### src/logic/call_clear_cfg.svh
// Purpose: Constants of the long-call and clear-file execution block.
// Assumes: Included by bare name; definitions only.
// Notes: Widths, offsets, encodings and reset values live here.
`ifndef CALL_CLEAR_CFG_SVH
`define CALL_CLEAR_CFG_SVH

`define INSTR_W 16
`define PC_W 21
`define DATA_W 8
`define DADDR_W 12
`define FLAGS_W 5
`define BSR_W 4
`define OPC_W 7
`define CALL_OPC 7'h76
`define ZERO_FILE_REGISTER_OP_OPC 7'h35
`define NOP_WORD 16'h0000
`define PC_STEP 21'h000002
`define RET_ADJ 21'h000002
`define Z_BIT 2
`define Z_MASK 5'h04
`define IDX_LIMIT 8'h5F
`define ACCESS_HI_BANK 4'hF
`define ACCESS_LO_BANK 4'h0
`define STACK_DEPTH 16
`define SP_W 5
`define PC_RESET 21'h000000
`define REG8_RESET 8'h00
`define FLAGS_RESET 5'h00
`define BSR_RESET 4'h0
`define SP_RESET 5'h00

`endif

### src/logic/call_clear_pkg.sv
// Purpose: Types shared by the long-call and clear-file execution block.
// Assumes: Constants come from call_clear_cfg.svh.
// Notes: Encodings follow Gray order along the usual path.
`include "call_clear_cfg.svh"
package call_clear_pkg;
  typedef enum logic [1:0] {
    OP_OTHER = 2'b00,
    OP_CALL = 2'b01,
    OP_ZERO_FILE_REGISTER_OP = 2'b11
  } op_type;

  typedef enum logic {
    ST_RUN = 1'b0,
    ST_CALL_NOP = 1'b1
  } exec_state_type;

  typedef logic [`PC_W-1:0] pc_type;
  typedef logic [`DADDR_W-1:0] daddr_type;
endpackage : call_clear_pkg

### src/logic/quarter_phase_gen.sv
// Purpose: Divides the core clock into four quarter-phase enables.
// Assumes: One instruction cycle is four core clocks.
// Notes: Exactly one enable is high in every clock after reset.
`timescale 1ns/1ns
module quarter_phase_gen (
  // Clock and reset.
  input wire logic sys_clk_in,
  input wire logic reset_n_in,
  // Phase enables.
  output logic q1_en_out,
  output logic q2_en_out,
  output logic q3_en_out,
  output logic q4_en_out
);
  logic [1:0] phase_r;

  always_ff @(posedge sys_clk_in or negedge reset_n_in) begin
    if (!reset_n_in) begin
      phase_r <= 2'h0;
    end else begin
      phase_r <= phase_r + 2'h1;
    end
  end

  assign q1_en_out = (phase_r == 2'h0);
  assign q2_en_out = (phase_r == 2'h1);
  assign q3_en_out = (phase_r == 2'h2);
  assign q4_en_out = (phase_r == 2'h3);
endmodule : quarter_phase_gen

### src/logic/call_and_clear_instr_exec.sv
// Purpose: Executes the long subroutine call and the clear-file instruction.
// Assumes: Program memory answers within the cycle; word sampled in Q4.
// Notes: Working, flag and bank-select values are owned by the datapath outside.
//
// Our own choices: the strobed register port and the register offsets.
`timescale 1ns/1ns
`include "call_clear_cfg.svh"

module call_and_clear_instr_exec (
  // Clock and reset.
  input wire logic sys_clk_in,
  input wire logic reset_n_in,
  // Program memory.
  output call_clear_pkg::pc_type prog_addr_out,
  input wire logic [`INSTR_W-1:0] prog_data_in,
  // Core registers owned by the datapath.
  input wire logic [`DATA_W-1:0] working_in,
  input wire logic [`FLAGS_W-1:0] flags_in,
  input wire logic [`BSR_W-1:0] bank_select_reg_in,
  input wire logic ext_set_en_in,
  input wire call_clear_pkg::daddr_type index_base_in,
  // Data memory.
  output call_clear_pkg::daddr_type data_addr_out,
  output logic data_rd_out,
  output logic data_wr_out,
  output logic [`DATA_W-1:0] data_wdata_out,
  // Flag write-back.
  output logic flags_wr_out,
  output logic [`FLAGS_W-1:0] flags_wdata_out,
  // Shadows, stack and counter.
  output logic [`DATA_W-1:0] working_shadow_out,
  output logic [`FLAGS_W-1:0] flags_shadow_out,
  output logic [`BSR_W-1:0] bank_select_shadow_out,
  output call_clear_pkg::pc_type return_stack_top_out,
  output logic stack_full_out,
  output call_clear_pkg::pc_type pc_out
);
  import call_clear_pkg::*;

  logic q1_en;
  logic q2_en;
  logic q3_en;
  logic q4_en;
  pc_type pc_r;
  logic [`INSTR_W-1:0] ir_r;
  exec_state_type state_r;
  logic [7:0] k_lo_r;
  op_type cur_op;
  logic [`SP_W-1:0] sp_r;
  pc_type stack_mem [`STACK_DEPTH];
  daddr_type data_addr_r;
  logic data_rd_r;
  logic data_wr_r;
  logic flags_wr_r;
  logic [`FLAGS_W-1:0] flags_wdata_r;
  logic [`DATA_W-1:0] working_shadow_r;
  logic [`FLAGS_W-1:0] flags_shadow_r;
  logic [`BSR_W-1:0] bank_select_shadow_r;
  logic do_call;
  logic do_zero_file_register_op;

  // Opcode classification from the upper seven bits.
  function automatic op_type decode_op(input logic [`INSTR_W-1:0] word);
    op_type op;
    op = OP_OTHER;
    if (word[15:9] == `CALL_OPC) begin
      op = OP_CALL;
    end else if (word[15:9] == `ZERO_FILE_REGISTER_OP_OPC) begin
      op = OP_ZERO_FILE_REGISTER_OP;
    end
    return op;
  endfunction : decode_op

  // Effective data address of a file operand.
  function automatic daddr_type file_addr(input logic sel_bank, input logic [7:0] f,
                                          input logic [`BSR_W-1:0] bank_select_reg, input logic ext,
                                          input daddr_type base);
    daddr_type addr;
    if (sel_bank) begin
      addr = {bank_select_reg, f};
    end else if (ext && (f <= `IDX_LIMIT)) begin
      addr = base + {4'h0, f};
    end else if (f <= `IDX_LIMIT) begin
      addr = {`ACCESS_LO_BANK, f};
    end else begin
      addr = {`ACCESS_HI_BANK, f};
    end
    return addr;
  endfunction : file_addr

  quarter_phase_gen u_phase (
    .sys_clk_in(sys_clk_in),
    .reset_n_in(reset_n_in),
    .q1_en_out(q1_en),
    .q2_en_out(q2_en),
    .q3_en_out(q3_en),
    .q4_en_out(q4_en)
  );

  // The word held in the instruction register is executed only in the run state.
  assign cur_op = decode_op(ir_r);
  assign do_call = (state_r == ST_RUN) && (cur_op == OP_CALL);
  assign do_zero_file_register_op = (state_r == ST_RUN) && (cur_op == OP_ZERO_FILE_REGISTER_OP);

  // Fetch: the word at the counter is latched in Q4, flushed after a call.
  always_ff @(posedge sys_clk_in or negedge reset_n_in) begin
    if (!reset_n_in) begin
      ir_r <= `NOP_WORD;
    end else if (q4_en) begin
      if (do_call) begin
        ir_r <= `NOP_WORD;
      end else begin
        ir_r <= prog_data_in;
      end
    end
  end

  // Program counter: steps one word per cycle, or takes the call target.
  always_ff @(posedge sys_clk_in or negedge reset_n_in) begin
    if (!reset_n_in) begin
      pc_r <= `PC_RESET;
    end else if (q4_en) begin
      if (do_call) begin
        pc_r <= {prog_data_in[11:0], k_lo_r, 1'b0};
      end else begin
        pc_r <= pc_r + `PC_STEP;
      end
    end
  end

  // Low target byte is read from the first word in Q2.
  always_ff @(posedge sys_clk_in or negedge reset_n_in) begin
    if (!reset_n_in) begin
      k_lo_r <= `REG8_RESET;
    end else if (q2_en && do_call) begin
      k_lo_r <= ir_r[7:0];
    end
  end

  // Sequencer: the cycle after a call executes nothing.
  always_ff @(posedge sys_clk_in or negedge reset_n_in) begin
    if (!reset_n_in) begin
      state_r <= ST_RUN;
    end else if (q4_en) begin
      unique case (state_r)
        ST_RUN: begin
          if (cur_op == OP_CALL) begin
            state_r <= ST_CALL_NOP;
          end
        end
        ST_CALL_NOP: begin
          state_r <= ST_RUN;
        end
      endcase
    end
  end

  // Return stack push in Q3; the counter still points at the second word, so two is added.
  // A push into a full stack is dropped so older entries stay intact.
  always_ff @(posedge sys_clk_in or negedge reset_n_in) begin
    if (!reset_n_in) begin
      sp_r <= `SP_RESET;
    end else if (q3_en && do_call && !stack_full_out) begin
      sp_r <= sp_r + 5'h01;
    end
  end

  always_ff @(posedge sys_clk_in) begin
    if (q3_en && do_call && !stack_full_out) begin
      stack_mem[sp_r[3:0]] <= pc_r + `RET_ADJ;
    end
  end

  assign stack_full_out = (sp_r == 5'(`STACK_DEPTH));
  assign return_stack_top_out = (sp_r == `SP_RESET) ? `PC_RESET : stack_mem[4'(sp_r - 5'h01)];

  // Shadow copies are taken in Q3 of a call whose bit 8 is set, even when the push is dropped.
  always_ff @(posedge sys_clk_in or negedge reset_n_in) begin
    if (!reset_n_in) begin
      working_shadow_r <= `REG8_RESET;
      flags_shadow_r <= `FLAGS_RESET;
      bank_select_shadow_r <= `BSR_RESET;
    end else if (q3_en && do_call && ir_r[8]) begin
      working_shadow_r <= working_in;
      flags_shadow_r <= flags_in;
      bank_select_shadow_r <= bank_select_reg_in;
    end
  end

  // Clear-file: read in Q2, write zero in Q4; strobes appear one clock later.
  always_ff @(posedge sys_clk_in or negedge reset_n_in) begin
    if (!reset_n_in) begin
      data_addr_r <= '0;
    end else if (q2_en && do_zero_file_register_op) begin
      data_addr_r <= file_addr(ir_r[8], ir_r[7:0], bank_select_reg_in,
                               ext_set_en_in, index_base_in);
    end
  end

  always_ff @(posedge sys_clk_in or negedge reset_n_in) begin
    if (!reset_n_in) begin
      data_rd_r <= 1'b0;
      data_wr_r <= 1'b0;
    end else begin
      data_rd_r <= q2_en && do_zero_file_register_op;
      data_wr_r <= q4_en && do_zero_file_register_op;
    end
  end

  // Only the zero flag is forced; the rest pass through unchanged.
  always_ff @(posedge sys_clk_in or negedge reset_n_in) begin
    if (!reset_n_in) begin
      flags_wr_r <= 1'b0;
      flags_wdata_r <= `FLAGS_RESET;
    end else begin
      flags_wr_r <= q4_en && do_zero_file_register_op;
      if (q4_en && do_zero_file_register_op) begin
        flags_wdata_r <= flags_in | `Z_MASK;
      end
    end
  end

  assign prog_addr_out = pc_r;
  assign pc_out = pc_r;
  assign data_addr_out = data_addr_r;
  assign data_rd_out = data_rd_r;
  assign data_wr_out = data_wr_r;
  assign data_wdata_out = `REG8_RESET;
  assign flags_wr_out = flags_wr_r;
  assign flags_wdata_out = flags_wdata_r;
  assign working_shadow_out = working_shadow_r;
  assign flags_shadow_out = flags_shadow_r;
  assign bank_select_shadow_out = bank_select_shadow_r;
endmodule : call_and_clear_instr_exec

### config.mk
export PLATFORM = sky130hd
export DESIGN_NAME = call_and_clear_instr_exec
export DESIGN_NICKNAME = d
export VERILOG_FILES = /design/src/logic/call_clear_pkg.sv /design/src/logic/quarter_phase_gen.sv /design/src/logic/call_and_clear_instr_exec.sv
export VERILOG_INCLUDE_DIRS = /design/src /design/src/logic
export SDC_FILE = /design/constraint.sdc
export NUM_CORES = 1
export LEC_CHECK = 0
export ABC_AREA = 1
export BUFFER_PORTS_ARGS = -buffer_cell sky130_fd_sc_hd__buf_4
export CAP_MARGIN = 20
export CORE_UTILIZATION = 55
export CTS_CLUSTER_SIZE = 16
export DETAILED_ROUTE_END_ITERATION = 8
export PLACE_DENSITY_LB_ADDON = 0.1
export SETUP_SLACK_MARGIN = 0.3
export SLEW_MARGIN = 10
export SYNTH_ARGS = -nofsm -noshare
export SYNTH_HDL_FRONTEND = slang
export SYNTH_HIERARCHICAL = 1
export SYNTH_SLANG_ARGS = --single-unit
### constraint.sdc
create_clock -name sys_clk_in -period 4.15 [get_ports sys_clk_in]
set_clock_uncertainty 0.05 [all_clocks]
set_input_delay 0 -clock sys_clk_in [delete_from_list [all_inputs] [get_ports sys_clk_in]]
set_output_delay 0 -clock sys_clk_in [all_outputs]
set_load 0.03 [all_outputs]
==> key figures, run 1 <==
Layout
  • Ant. Diodes: 0
  • Most frequent cells in the layout: 468 x nand2_1, 320 x edfxtp_1, 178 x buf_4
  • Commonest non-fill, non-tap cell in the layout: nand2_1
  • Layout Area Growth over Synthesis: 18.1%
  • Layout cells sized above 1: 0.154
  • Final net count: 1896

Floorplanning
  • DIE WIDTH: 182 um
  • Die Ht: 182 um
  • Die ar.: 0.0331 mm^2
  • Core Region: 0.0317 mm^2
  • Io pins: 157
  • Rows: 65
  • Initial Utilization: 0.561

Worst setup path
  • Worst path buffer plus inverter count: 3
  • Crit path required time: 4.10 ns
  • Crit path kind: reg -> out
  • Crit-path cells: inv_4, ha_2, buf_4, o21ai_0, o21ai_0, o211ai_1, a21oi_1, buf_4
  • CP arrival: 3.53 ns
  • CP max FO: 24
  • R2R Path Start: sp_r[0]
  • Slowest stage delay, CP: 0.63 ns
  • CP Launch Point: sp_r[0]
  • Worst setup SP type: flop
  • Critical-path top delay cell: ha_2
  • Top delay family on crit path: compound AO/OA/AOI/OAI gates
  • CP endpoint kind: output pin

Yosys
  • Syn avg cell area: 10.7 um^2
  • Synthesized area: 0.0178 mm^2
  • Largest area contributor in the netlist: edfxtp_1
  • Synth top area cells: edfxtp_1 54%, dfrtp_1 12%, nand2_1 9.9%
  • Post-synth top area share: 0.540
  • Seq/Total Area, Yosys: 0.664
  • Post-synth cell types: 35
  • Yosys reg bits: 408
  • Synth warnings: 6
  • Synth Instances: 1666

Power and ir drop
  • Seq pwr share: 0.496
  • NetSw: 2.35 mW
  • Clk pwr share: 0.385
  • Cell Int Power: 7.01 mW
  • Pwr Density: 445 mW/mm^2
  • Sw frac: 0.251
  • Combinational share of power: 0.119
  • Lkg Pwr: 8.62 nW
  • Design Power: 9.36 mW
  • Peak VDD IR: 0.000282 V

Placed design
  • DP Wirelength: 28400 um
  • Buffers added on ports: 145
  • GPL Wtd Cong: 0.892

Global route
  • Initial antenna violation count: 0
  • Global route overflow: 0
  • Largest net degree at the start of global routing: 163
  • Total GRT Usage: 0.275
  • First-pass GRT wire length: 69300 um
  • Vias in the first global route: 12.2k

STA
  • Fin. Hold Viols: 4
  • Final period util: 0.862
  • Sum Neg Setup Slack: 0 ns
  • Worst slew pin tran: 0.761 ns
  • RSZ-0062 raised after global routing: false
  • Setup violators final: 0
  • Max-slew headroom: 0.487
  • Final Max Slew Viols: 0
  • Fin crit period: 3.58 ns
  • Fmax: 279 MHz
  • Fin Hold WS: -0.0198 ns

Detailed routing
  • DRT Wirelength: 45200 um
  • 1st-iter DRT viols: 1321
  • Via-to-Cell Ratio: 5.64
  • TritonRoute pass-1 iters: 5
  • Post-DRT Antenna Nets: 0
  • DRC violations left: 0
  • Routed len/inst: 20.0 um
  • Routed vias: 12.7k

Clock tree
  • Clock transition at path regs: 0.07 ns
  • # clock sinks: 408
  • Htree depth: 2
  • CTS tree: built
  • Clk root buf: clkbuf_16
  • CTS Buffer Depth: 3
  • Clock Latency Late Sink: 0.54 ns
  • TritonCTS buffer count: 42

Run status
  • Status: finished, violations left
  • Failing checks: hold timing

Run
  • Maximum capacitance violations: 0

Min path
  • Worst Hold Class: in -> async
## routing by layer
metal / up-vias / GRT usage / wire [um]
met4: 0 / 0.102 / 1450
li1: 6036 / - / -
met5: - / 0 / 0
met2: 513 / 0.438 / 21200
met3: 78 / 0.0568 / 3620
met1: 6109 / 0.374 / 18900
## cells in the mapped netlist
master / instances
fa_1: 1
o211ai_1: 6
nand3b_1: 2
conb_1: 1
nor3_2: 1
nand3_2: 2
nor2_1: 80
a22o_1: 4
nand2_2: 3
nor2_2: 2
nand3_1: 125
ha_1: 17
or2_2: 6
inv_2: 7
o21bai_1: 1
buf_4: 37
a2bb2oi_1: 2
o21ai_0: 59
nor4_4: 1
nand2_1: 468
nor3_1: 27
inv_1: 79
buf_2: 45
clkbuf_1: 36
a21oi_1: 127
dfrtp_1: 88
o21ai_1: 47
nand4_1: 7
o22ai_1: 6
edfxtp_1: 320
xor2_1: 13
a21boi_0: 2
a22oi_1: 38
xnor2_1: 5
nor4_2: 1
## stage by stage
| stage | utilization | instance area, um^2 | hold WS, ns | cells | setup slack, ns |
|---|---|---|---|---|---|
| 2_1_floorplan | - | 17800 | -0.346 | 1676 | 0.997 |
| 3_3_place_gp | 0.605 | 19200 | 0.0288 | 2140 | 1.06 |
| 3_5_place_dp | 0.605 | 19200 | 0.0344 | 2141 | 1.03 |
| 4_1_cts | 0.660 | 20900 | 0.0118 | 2255 | 0.452 |
| 5_1_grt | 0.662 | 21000 | 0.0622 | 2259 | 0.443 |
| 6_report | 0.662 | 21000 | -0.0198 | 2259 | 0.572 |
## power groups by stage
stage | logic [mW] | clock network (mW) | registers (mW)
6_report | 1.11 | 3.61 | 4.64
3_5_place_dp | 1.05 | 0 | 4.73
4_1_cts | 1.09 | 3.65 | 4.64
2_1_floorplan | 0.600 | 0 | 4.78
5_1_grt | 1.20 | 3.82 | 4.65
3_3_place_gp | 1.03 | 0 | 4.72
## worst paths after layout
check                           slack, ns  cells after the start                  endpoint
min in group sys_clk_in              0.02                      6          data_addr_out[3]
worst min register to register       0.43                      1        flags_wdata_out[2]
worst min-delay path                -0.02                      2          data_addr_out[4]
worst max-delay path                 0.57                      8  return_stack_top_out[19]
max in group asynchronous            3.03                      3                   sp_r[0]
worst max register to register       1.20                     11          stack_mem[10][1]
## cell families (layout without fill, tap and decap cells)
logic type / after synthesis / after routing / share of synthesized area
buffers and inverters: 204 / 385 / 0.0540
flip-flops: 408 / 408 / 0.664
other: 1 / 11 / 0.000211
AND/OR/NAND/NOR: 725 / 725 / 0.169
adder cells (fa/ha/maj): 18 / 18 / 0.0131
AO/OA/AOI/OAI: 292 / 292 / 0.0905
XOR/XNOR: 18 / 18 / 0.00886
## layout make-up
cell class,count,area (um^2)
sequential,408,11800
multi-input combinational,1064,5130
timing repair buffer,228,1930
fill,2417,10700
clock buffer,58,1170
tap,402,503
inverter,86,325
clock inverter,13,136
## worst reg2reg max path: stages (launching register included)
cell,delay [ns]
dfrtp_4,0.62
inv_4,0.12
ha_2,0.26
nand2_1,0.08
nor2_1,0.05
nand2_1,0.07
inv_1,0.05
nor2_1,0.33
buf_4,0.21
nand2_1,0.17
nor2_2,0.43
buf_12,0.22
## flip-flops by register name (all words and copies together) (netlist names)
signal and count:
bank_select_shadow_out 4, data_addr_out 12, data_rd_out 1, flags_shadow_out 5, flags_wdata_out 5, flags_wr_out 1
ir_r 16, k_lo_r 8, pc_out 20, sp_r 5, stack_mem 320, state_r 1
u_phase/phase_r 2, working_shadow_out 8
## timing repair
item | CTS | global route
hold endpoints to repair | 107 | 0
hold buffers | 43 | 0
buffers inserted | 0 | 1
endpoints found under the setup margin | 0 | 12
gates resized for setup | 0 | 1
No activity file was read; power rests on OpenSTA's default activity.
==> run 2, diff against run 1 <==
--- a/config.mk
+++ b/config.mk
@@ -9,7 +9,9 @@
 export ABC_AREA = 1
 export BUFFER_PORTS_ARGS = -buffer_cell sky130_fd_sc_hd__buf_4
 export CAP_MARGIN = 20
-export CORE_UTILIZATION = 55
+export CORE_ASPECT_RATIO = 0.75
+export CORE_MARGIN = 2
+export CORE_UTILIZATION = 52
 export CTS_CLUSTER_SIZE = 16
 export DETAILED_ROUTE_END_ITERATION = 8
 export PLACE_DENSITY_LB_ADDON = 0.1
==> key figures, run 2 (synthesized netlist as in run 1, its figures left out) <==
Run status
  • Status: finished, violations left
  • Failing checks: DRC

Floorplanning
  • DIE WIDTH: 218 um (+20%)
  • Initial Utilization: 0.529 (-0.0314)
  • Io pins: 157 (unchanged)
  • Die Ht: 164 um (-9.7%)
  • Die ar.: 0.0357 mm^2 (+8.0%)
  • Rows: 58 (-11%)
  • Core Region: 0.0336 mm^2 (+5.9%)

Placed design
  • GPL Wtd Cong: 0.863 (-3.3%)
  • DP Worst Slack: 0.706 ns (-0.327 ns)
  • Placed inst area: 0.0192 mm^2 (about the same)
  • Buffers added on ports: 145 (unchanged)
  • DP Wirelength: 29100 um (+2.5%)

STA
  • Sum Neg Setup Slack: 0 ns (unchanged)
  • Final worst slack: 0.561 ns (-0.0106 ns)
  • Max-slew headroom: 0.276 (-0.212)
  • RSZ-0062 raised after global routing: true
  • Fmax: 279 MHz (-0.30%)
  • Setup violators final: 0 (unchanged)
  • Final Max Slew Viols: 0 (unchanged)
  • Worst slew pin tran: 1.08 ns (+0.322 ns)
  • Fin. Hold Viols: 0 (-4)
  • Final period util: 0.865 (+0.00256)
  • Fin crit period: 3.59 ns (+0.0106 ns)

Layout
  • Register area: 0.0118 mm^2 (unchanged)
  • Filler cell count: 2749 (+14%)
  • Layout Area Growth over Synthesis: 17.5%
  • Post-route cell area: 0.0209 mm^2 (-0.53%)
  • Area of the multi-input gates: 0.00513 mm^2 (about the same)
  • Max reg flops: 320 (unchanged)
  • Most frequent cells in the layout: 468 x nand2_1, 320 x edfxtp_1, 176 x buf_4
  • Ant. Diodes: 0 (unchanged)
  • Final core utilization: 0.622 (-0.0404)
  • Final net count: 1890 (-0.32%)
  • Commonest non-fill, non-tap cell in the layout: nand2_1
  • Layout cells sized above 1: 0.149 (-0.00452)

Worst setup path
  • Crit path kind: reg -> out
  • CP max FO: 95 (+300%)
  • Worst setup SP type: flop
  • CP arrival: 3.54 ns (about the same)
  • CP endpoint kind: output pin
  • Crit path required time: 4.10 ns (about the same)

Global route
  • Most used routing layer: met1
  • Initial antenna violation count: 0 (unchanged)
  • Met1 Use GR: 0.402 (+0.0279)
  • First-pass GRT wire length: 70900 um (+2.4%)
  • Total GRT Usage: 0.263 (-0.0116)
  • Global route overflow: 0 (unchanged)
  • Vias in the first global route: 12.0k (-1.5%)
  • Met3 usage: 0.0450 (-0.0118)
  • Global Route met2 Usage: 0.394 (-0.0442)
  • Largest net degree at the start of global routing: 96 (-41%)

Min path
  • Worst Hold Class: in -> reg

Power and ir drop
  • Pwr Density: 439 mW/mm^2 (-1.5%)
  • NetSw: 2.33 mW (-0.67%)
  • Lkg Pwr: 8.52 nW (-1.1%)
  • Seq pwr share: 0.505 (+0.009)
  • Clk pwr share: 0.374 (-0.011)
  • Cell Int Power: 6.83 mW (-2.5%)
  • Peak VDD IR: 0.000417 V (+48%)
  • Combinational share of power: 0.120 (about the same)
  • Design Power: 9.17 mW (-2.0%)
  • Sw frac: 0.255 (+0.00344)

Clock tree
  • Clock transition at path regs: 0.06 ns (about the same)
  • Post-CTS Setup Bufs: 0 (unchanged)
  • Clk root buf: clkbuf_16
  • CTS Buffer Depth: 3 (unchanged)
  • CTS tree: built
  • Clock Latency Late Sink: 0.55 ns (about the same)
  • # clock sinks: 408 (unchanged)
  • TritonCTS buffer count: 40 (-4.8%)
  • Htree depth: 2 (unchanged)

Detailed routing
  • 1st-iter DRT viols: 1362 (+3.1%)
  • Via-to-Cell Ratio: 5.52 (-2.2%)
  • Post-DRT Antenna Nets: 0 (unchanged)
  • DRT Wirelength: 46100 um (+1.8%)
  • TritonRoute pass-1 iters: 8 (+3)
  • DRC violations left: 1 (+1)
  • Routed vias: 12.7k (-0.25%)
  • Routed len/inst: 20.0 um (about the same)

Run
  • Maximum capacitance violations: 0 (unchanged)
## run 2: changes by cell type in the layout (fill, tap and decap cells not counted), moves of 2 or more
cell and delta:
buf_4 -2, clkinv_1 +5, clkinv_2 +2, buf_16 -2, clkbuf_16 -2, clkbuf_8 -3
## run 2: critical path, stage by stage, from the launching register on
cell	delay (ns)
dfrtp_4	0.50
inv_4	0.09
buf_8	0.48
nand3_1	0.22
xor2_2	0.17
buf_4	0.31
clkinvlp_4	0.49
o21ai_0	0.26
a21oi_1	0.07
nor3_1	0.17
buf_4	0.20
## run 2: path summary, 6_finish.rpt
check                                            from                       end  slack, ns  depth (start not counted)
worst max-delay path                          sp_r[0]  return_stack_top_out[12]       0.56                         10
worst min-delay path                 index_base_in[1]          data_addr_out[1]       0.03                          6
worst max register to register               ir_r[12]           stack_mem[9][7]       0.87                          6
worst min register to register  working_shadow_out[3]     working_shadow_out[3]       0.42                          2
max in group asynchronous                  reset_n_in          data_addr_out[7]       2.93                          4
min in group asynchronous                  reset_n_in     working_shadow_out[2]       0.49                          4
## run 2: timing repair
action | in CTS | in global routing
hold endpoints to repair | 97 | 0
endpoints found under the setup margin | 20 | 19
hold buffers | 45 | 0
gates resized for setup | 1 | 3
## run 2: power by group through the flow
stage	Combinational (mW)	Clock, mW	Sequential [mW]
6_report	1.10	3.43	4.63
5_1_grt	1.21	3.64	4.64
4_1_cts	1.10	3.49	4.63
3_5_place_dp	1.06	0	4.72
3_3_place_gp	1.06	0	4.71
2_1_floorplan	0.600	0	4.78
## run 2: routing by layer
metal  up-vias  wire length [um]  share of wire
met4         0               787          0.017
met1      6159             21300           0.46
met5         -                 0              0
met3        64              3540          0.077
li1       6024                 -              -
met2       457             20500           0.44
## run 2: area by class of cell
class / count / share of cell area
clock inverter: 18 / 0.00569
inverter: 86 / 0.0157
tap: 450 / 0.0269
multi-input combinational: 1064 / 0.245
sequential: 408 / 0.565
timing repair buffer: 224 / 0.0879
clock buffer: 53 / 0.0528
## run 2: stage by stage
stage          std cells  hold slack [ns]
4_1_cts             2302           0.0181
2_1_floorplan       1676           -0.346
6_report            2303           0.0324
5_1_grt             2303           0.0771
3_5_place_dp        2186          -0.0290
3_3_place_gp        2186          -0.0327
==> run 3, diff against run 2 <==
--- a/config.mk
+++ b/config.mk
@@ -11,7 +11,7 @@
 export CAP_MARGIN = 20
 export CORE_ASPECT_RATIO = 0.75
 export CORE_MARGIN = 2
-export CORE_UTILIZATION = 52
+export CORE_UTILIZATION = 51
 export CTS_CLUSTER_SIZE = 16
 export DETAILED_ROUTE_END_ITERATION = 8
 export PLACE_DENSITY_LB_ADDON = 0.1
==> key figures, run 3 (synthesized netlist as in run 1, its figures left out) <==
STA
  • RSZ-0062 raised after global routing: true
  • Setup violators final: 0 (unchanged)
  • Final period util: 0.887 (+0.0222)
  • Sum Neg Setup Slack: 0 ns (unchanged)
  • Final Max Slew Viols: 0 (unchanged)
  • Final worst slack: 0.469 ns (-0.0921 ns)
  • Fin crit period: 3.68 ns (+0.0921 ns)
  • Fin. Hold Viols: 0 (unchanged)
  • Worst slew pin tran: 1.13 ns (+0.0477 ns)
  • Max-slew headroom: 0.246 (-0.0294)
  • Fmax: 272 MHz (-2.5%)

Floorplanning
  • Die ar.: 0.0364 mm^2 (+1.9%)
  • Core Region: 0.0345 mm^2 (+2.8%)
  • Rows: 59 (+1.7%)
  • Die Ht: 166 um (+0.95%)
  • Io pins: 157 (unchanged)
  • Initial Utilization: 0.515 (-0.0145)
  • DIE WIDTH: 220 um (+0.96%)

Global route
  • Largest net degree at the start of global routing: 99 (+3.1%)
  • First-pass GRT wire length: 72800 um (+2.7%)
  • Total GRT Usage: 0.263 (about the same)
  • Global route overflow: 0 (unchanged)
  • Vias in the first global route: 12.3k (+3.2%)
  • Initial antenna violation count: 0 (unchanged)

Placed design
  • Placed inst area: 0.0192 mm^2 (about the same)
  • GPL Wtd Cong: 0.887 (+2.9%)
  • DP Worst Slack: 0.872 ns (+0.166 ns)
  • Buffers added on ports: 145 (unchanged)
  • DP Wirelength: 28800 um (-1.0%)

Detailed routing
  • Via-to-Cell Ratio: 5.54 (+0.48%)
  • Met2 routed WL: 20800 um (+1.5%)
  • Met1 wire length: 22500 um (+5.7%)
  • Highest routed layer: met4
  • TritonRoute pass-1 iters: 6 (-2)
  • DRT Wirelength: 47400 um (+3.0%)
  • 1st-iter DRT viols: 1328 (-2.5%)
  • Routed len/inst: 20.5 um (+2.4%)
  • Routed vias: 12.8k (+1.1%)
  • Post-DRT Antenna Nets: 0 (unchanged)
  • DR WL met3: 3450 um (-2.5%)
  • DRC violations left: 0 (-1)

Worst setup path
  • Critical-path top delay cell: clkinvlp_4
  • Worst path buffer plus inverter count: 5 (unchanged)
  • R2R Path End: stack_mem[6][6]
  • Crit-path cells: inv_4, buf_6, nand3_1, xor2_2, buf_4, clkinvlp_4, o21ai_0, a21oi_1, nor3_1, buf_4
  • Crit path kind: reg -> out
  • CP most frequent cell: buf_4
  • R2R Path Start: ir_r[12]
  • Setup slack, reg-to-reg: 0.92 ns (+0.05 ns)
  • CP max FO: 65 (-32%)
  • CP arrival: 3.63 ns (+0.09 ns)
  • Slowest stage delay, CP: 0.50 ns (about the same)
  • Top delay family on crit path: buffers and inverters
  • Worst setup SP type: flop
  • Crit path required time: 4.10 ns (about the same)
  • CP endpoint kind: output pin
  • R2r worst-path depth: 6 (unchanged)

Min path
  • Hold_sp: index_base_in[1]
  • Hold Path Sink: data_addr_out[1]
  • Hold path cells: 6 (unchanged)
  • Worst Hold Class: in -> reg

Clock tree
  • Clk root buf: clkbuf_16
  • CTS tree: built
  • CTS Buffer Depth: 3 (unchanged)
  • Clock Latency Late Sink: 0.54 ns (about the same)
  • TritonCTS buffer count: 41 (+2.5%)
  • Htree depth: 2 (unchanged)
  • Clock transition at path regs: 0.07 ns (about the same)
  • # clock sinks: 408 (unchanged)

Layout
  • Max reg flops: 320 (unchanged)
  • Layout Area Growth over Synthesis: 18.4%
  • Commonest non-fill, non-tap cell in the layout: nand2_1
  • Final core utilization: 0.610 (-0.0121)
  • Final net count: 1893 (+0.16%)
  • Ant. Diodes: 0 (unchanged)
  • Most frequent cells in the layout: 468 x nand2_1, 320 x edfxtp_1, 175 x buf_4
  • Layout cells sized above 1: 0.155 (+0.00535)
  • Post-route cell area: 0.0211 mm^2 (+0.82%)

Power and ir drop
  • Peak VDD IR: 0.000502 V (+20%)
  • Lkg Pwr: 8.61 nW (+1.0%)
  • Pwr Density: 450 mW/mm^2 (+2.5%)

Run
  • Maximum capacitance violations: 0 (unchanged)

Run status
  • Status: completed
==> run 3: changes by cell type in the layout (fill, tap and decap cells not counted), moves of 2 or more <==
cell       delta
buf_6         +3
bufinv_16     +3
inv_6         +2
clkinv_1      -2
clkbuf_1      -2
clkinv_2      +2
==> run 3: per-stage QoR <==
stage / power [mW] / instances / hold slack, ns
after floorplan: 5.37 / 1676 / -0.346
after global placement: 5.75 / 2194 / -0.00332
after detailed placement: 5.76 / 2194 / -0.00351
after CTS: 9.52 / 2315 / 0.00740
after global routing: 9.79 / 2317 / 0.0337
final: 9.48 / 2317 / 0.0122
==> run 3: worst max-delay path by stage <==
stage / start / to / slack, ns / depth (start not counted)
floorplan: sp_r[0] / stack_mem[10][10] / 1.0 / 13
global placement: sp_r[0] / return_stack_top_out[12] / 0.87 / 10
detailed placement: sp_r[0] / return_stack_top_out[12] / 0.87 / 10
CTS: sp_r[0] / return_stack_top_out[12] / 0.32 / 10
global route: sp_r[0] / return_stack_top_out[12] / 0.24 / 10
finish: sp_r[0] / return_stack_top_out[12] / 0.47 / 10
==> run 3: worst min-delay path, delay by kind of cell <==
kind	cells	cell delay [ns]
and+or+nand+nor	1	0.10
buffers and inverters	3	0.23
AOI/OAI and AO/OA	1	0.08
adders and majority gates	1	0.17
==> run 3: report_power, final <==
group          leakage, nW  internal (mW)  switching [mW]  total (mW)
logic                 3.88          0.352           0.740        1.09
registers             4.06           4.55          0.0762        4.63
clock network        0.666           2.18            1.57        3.76
==> run 3: per-layer routing <==
metal	GRT usage	vias to the layer above
li1	-	6042
met1	0.420	6281
met2	0.376	460
met3	0.0463	60
met4	0.0557	0
met5	0	-
==> run 3: final cells by class <==
type	count	area [um^2]
sequential	408	11800
tap	457	572
fill	2828	13500
inverter	86	329
multi-input combinational	1064	5120
timing repair buffer	226	1880
clock inverter	23	228
clock buffer	53	1130
==> run 3: repair_timing <==
item | CTS | global route
resized for setup | 1 | 3
buffers inserted | 0 | 0
endpoints found under the hold margin | 102 | 0
setup endpoints to repair | 1 | 20
hold buffers | 45 | 0
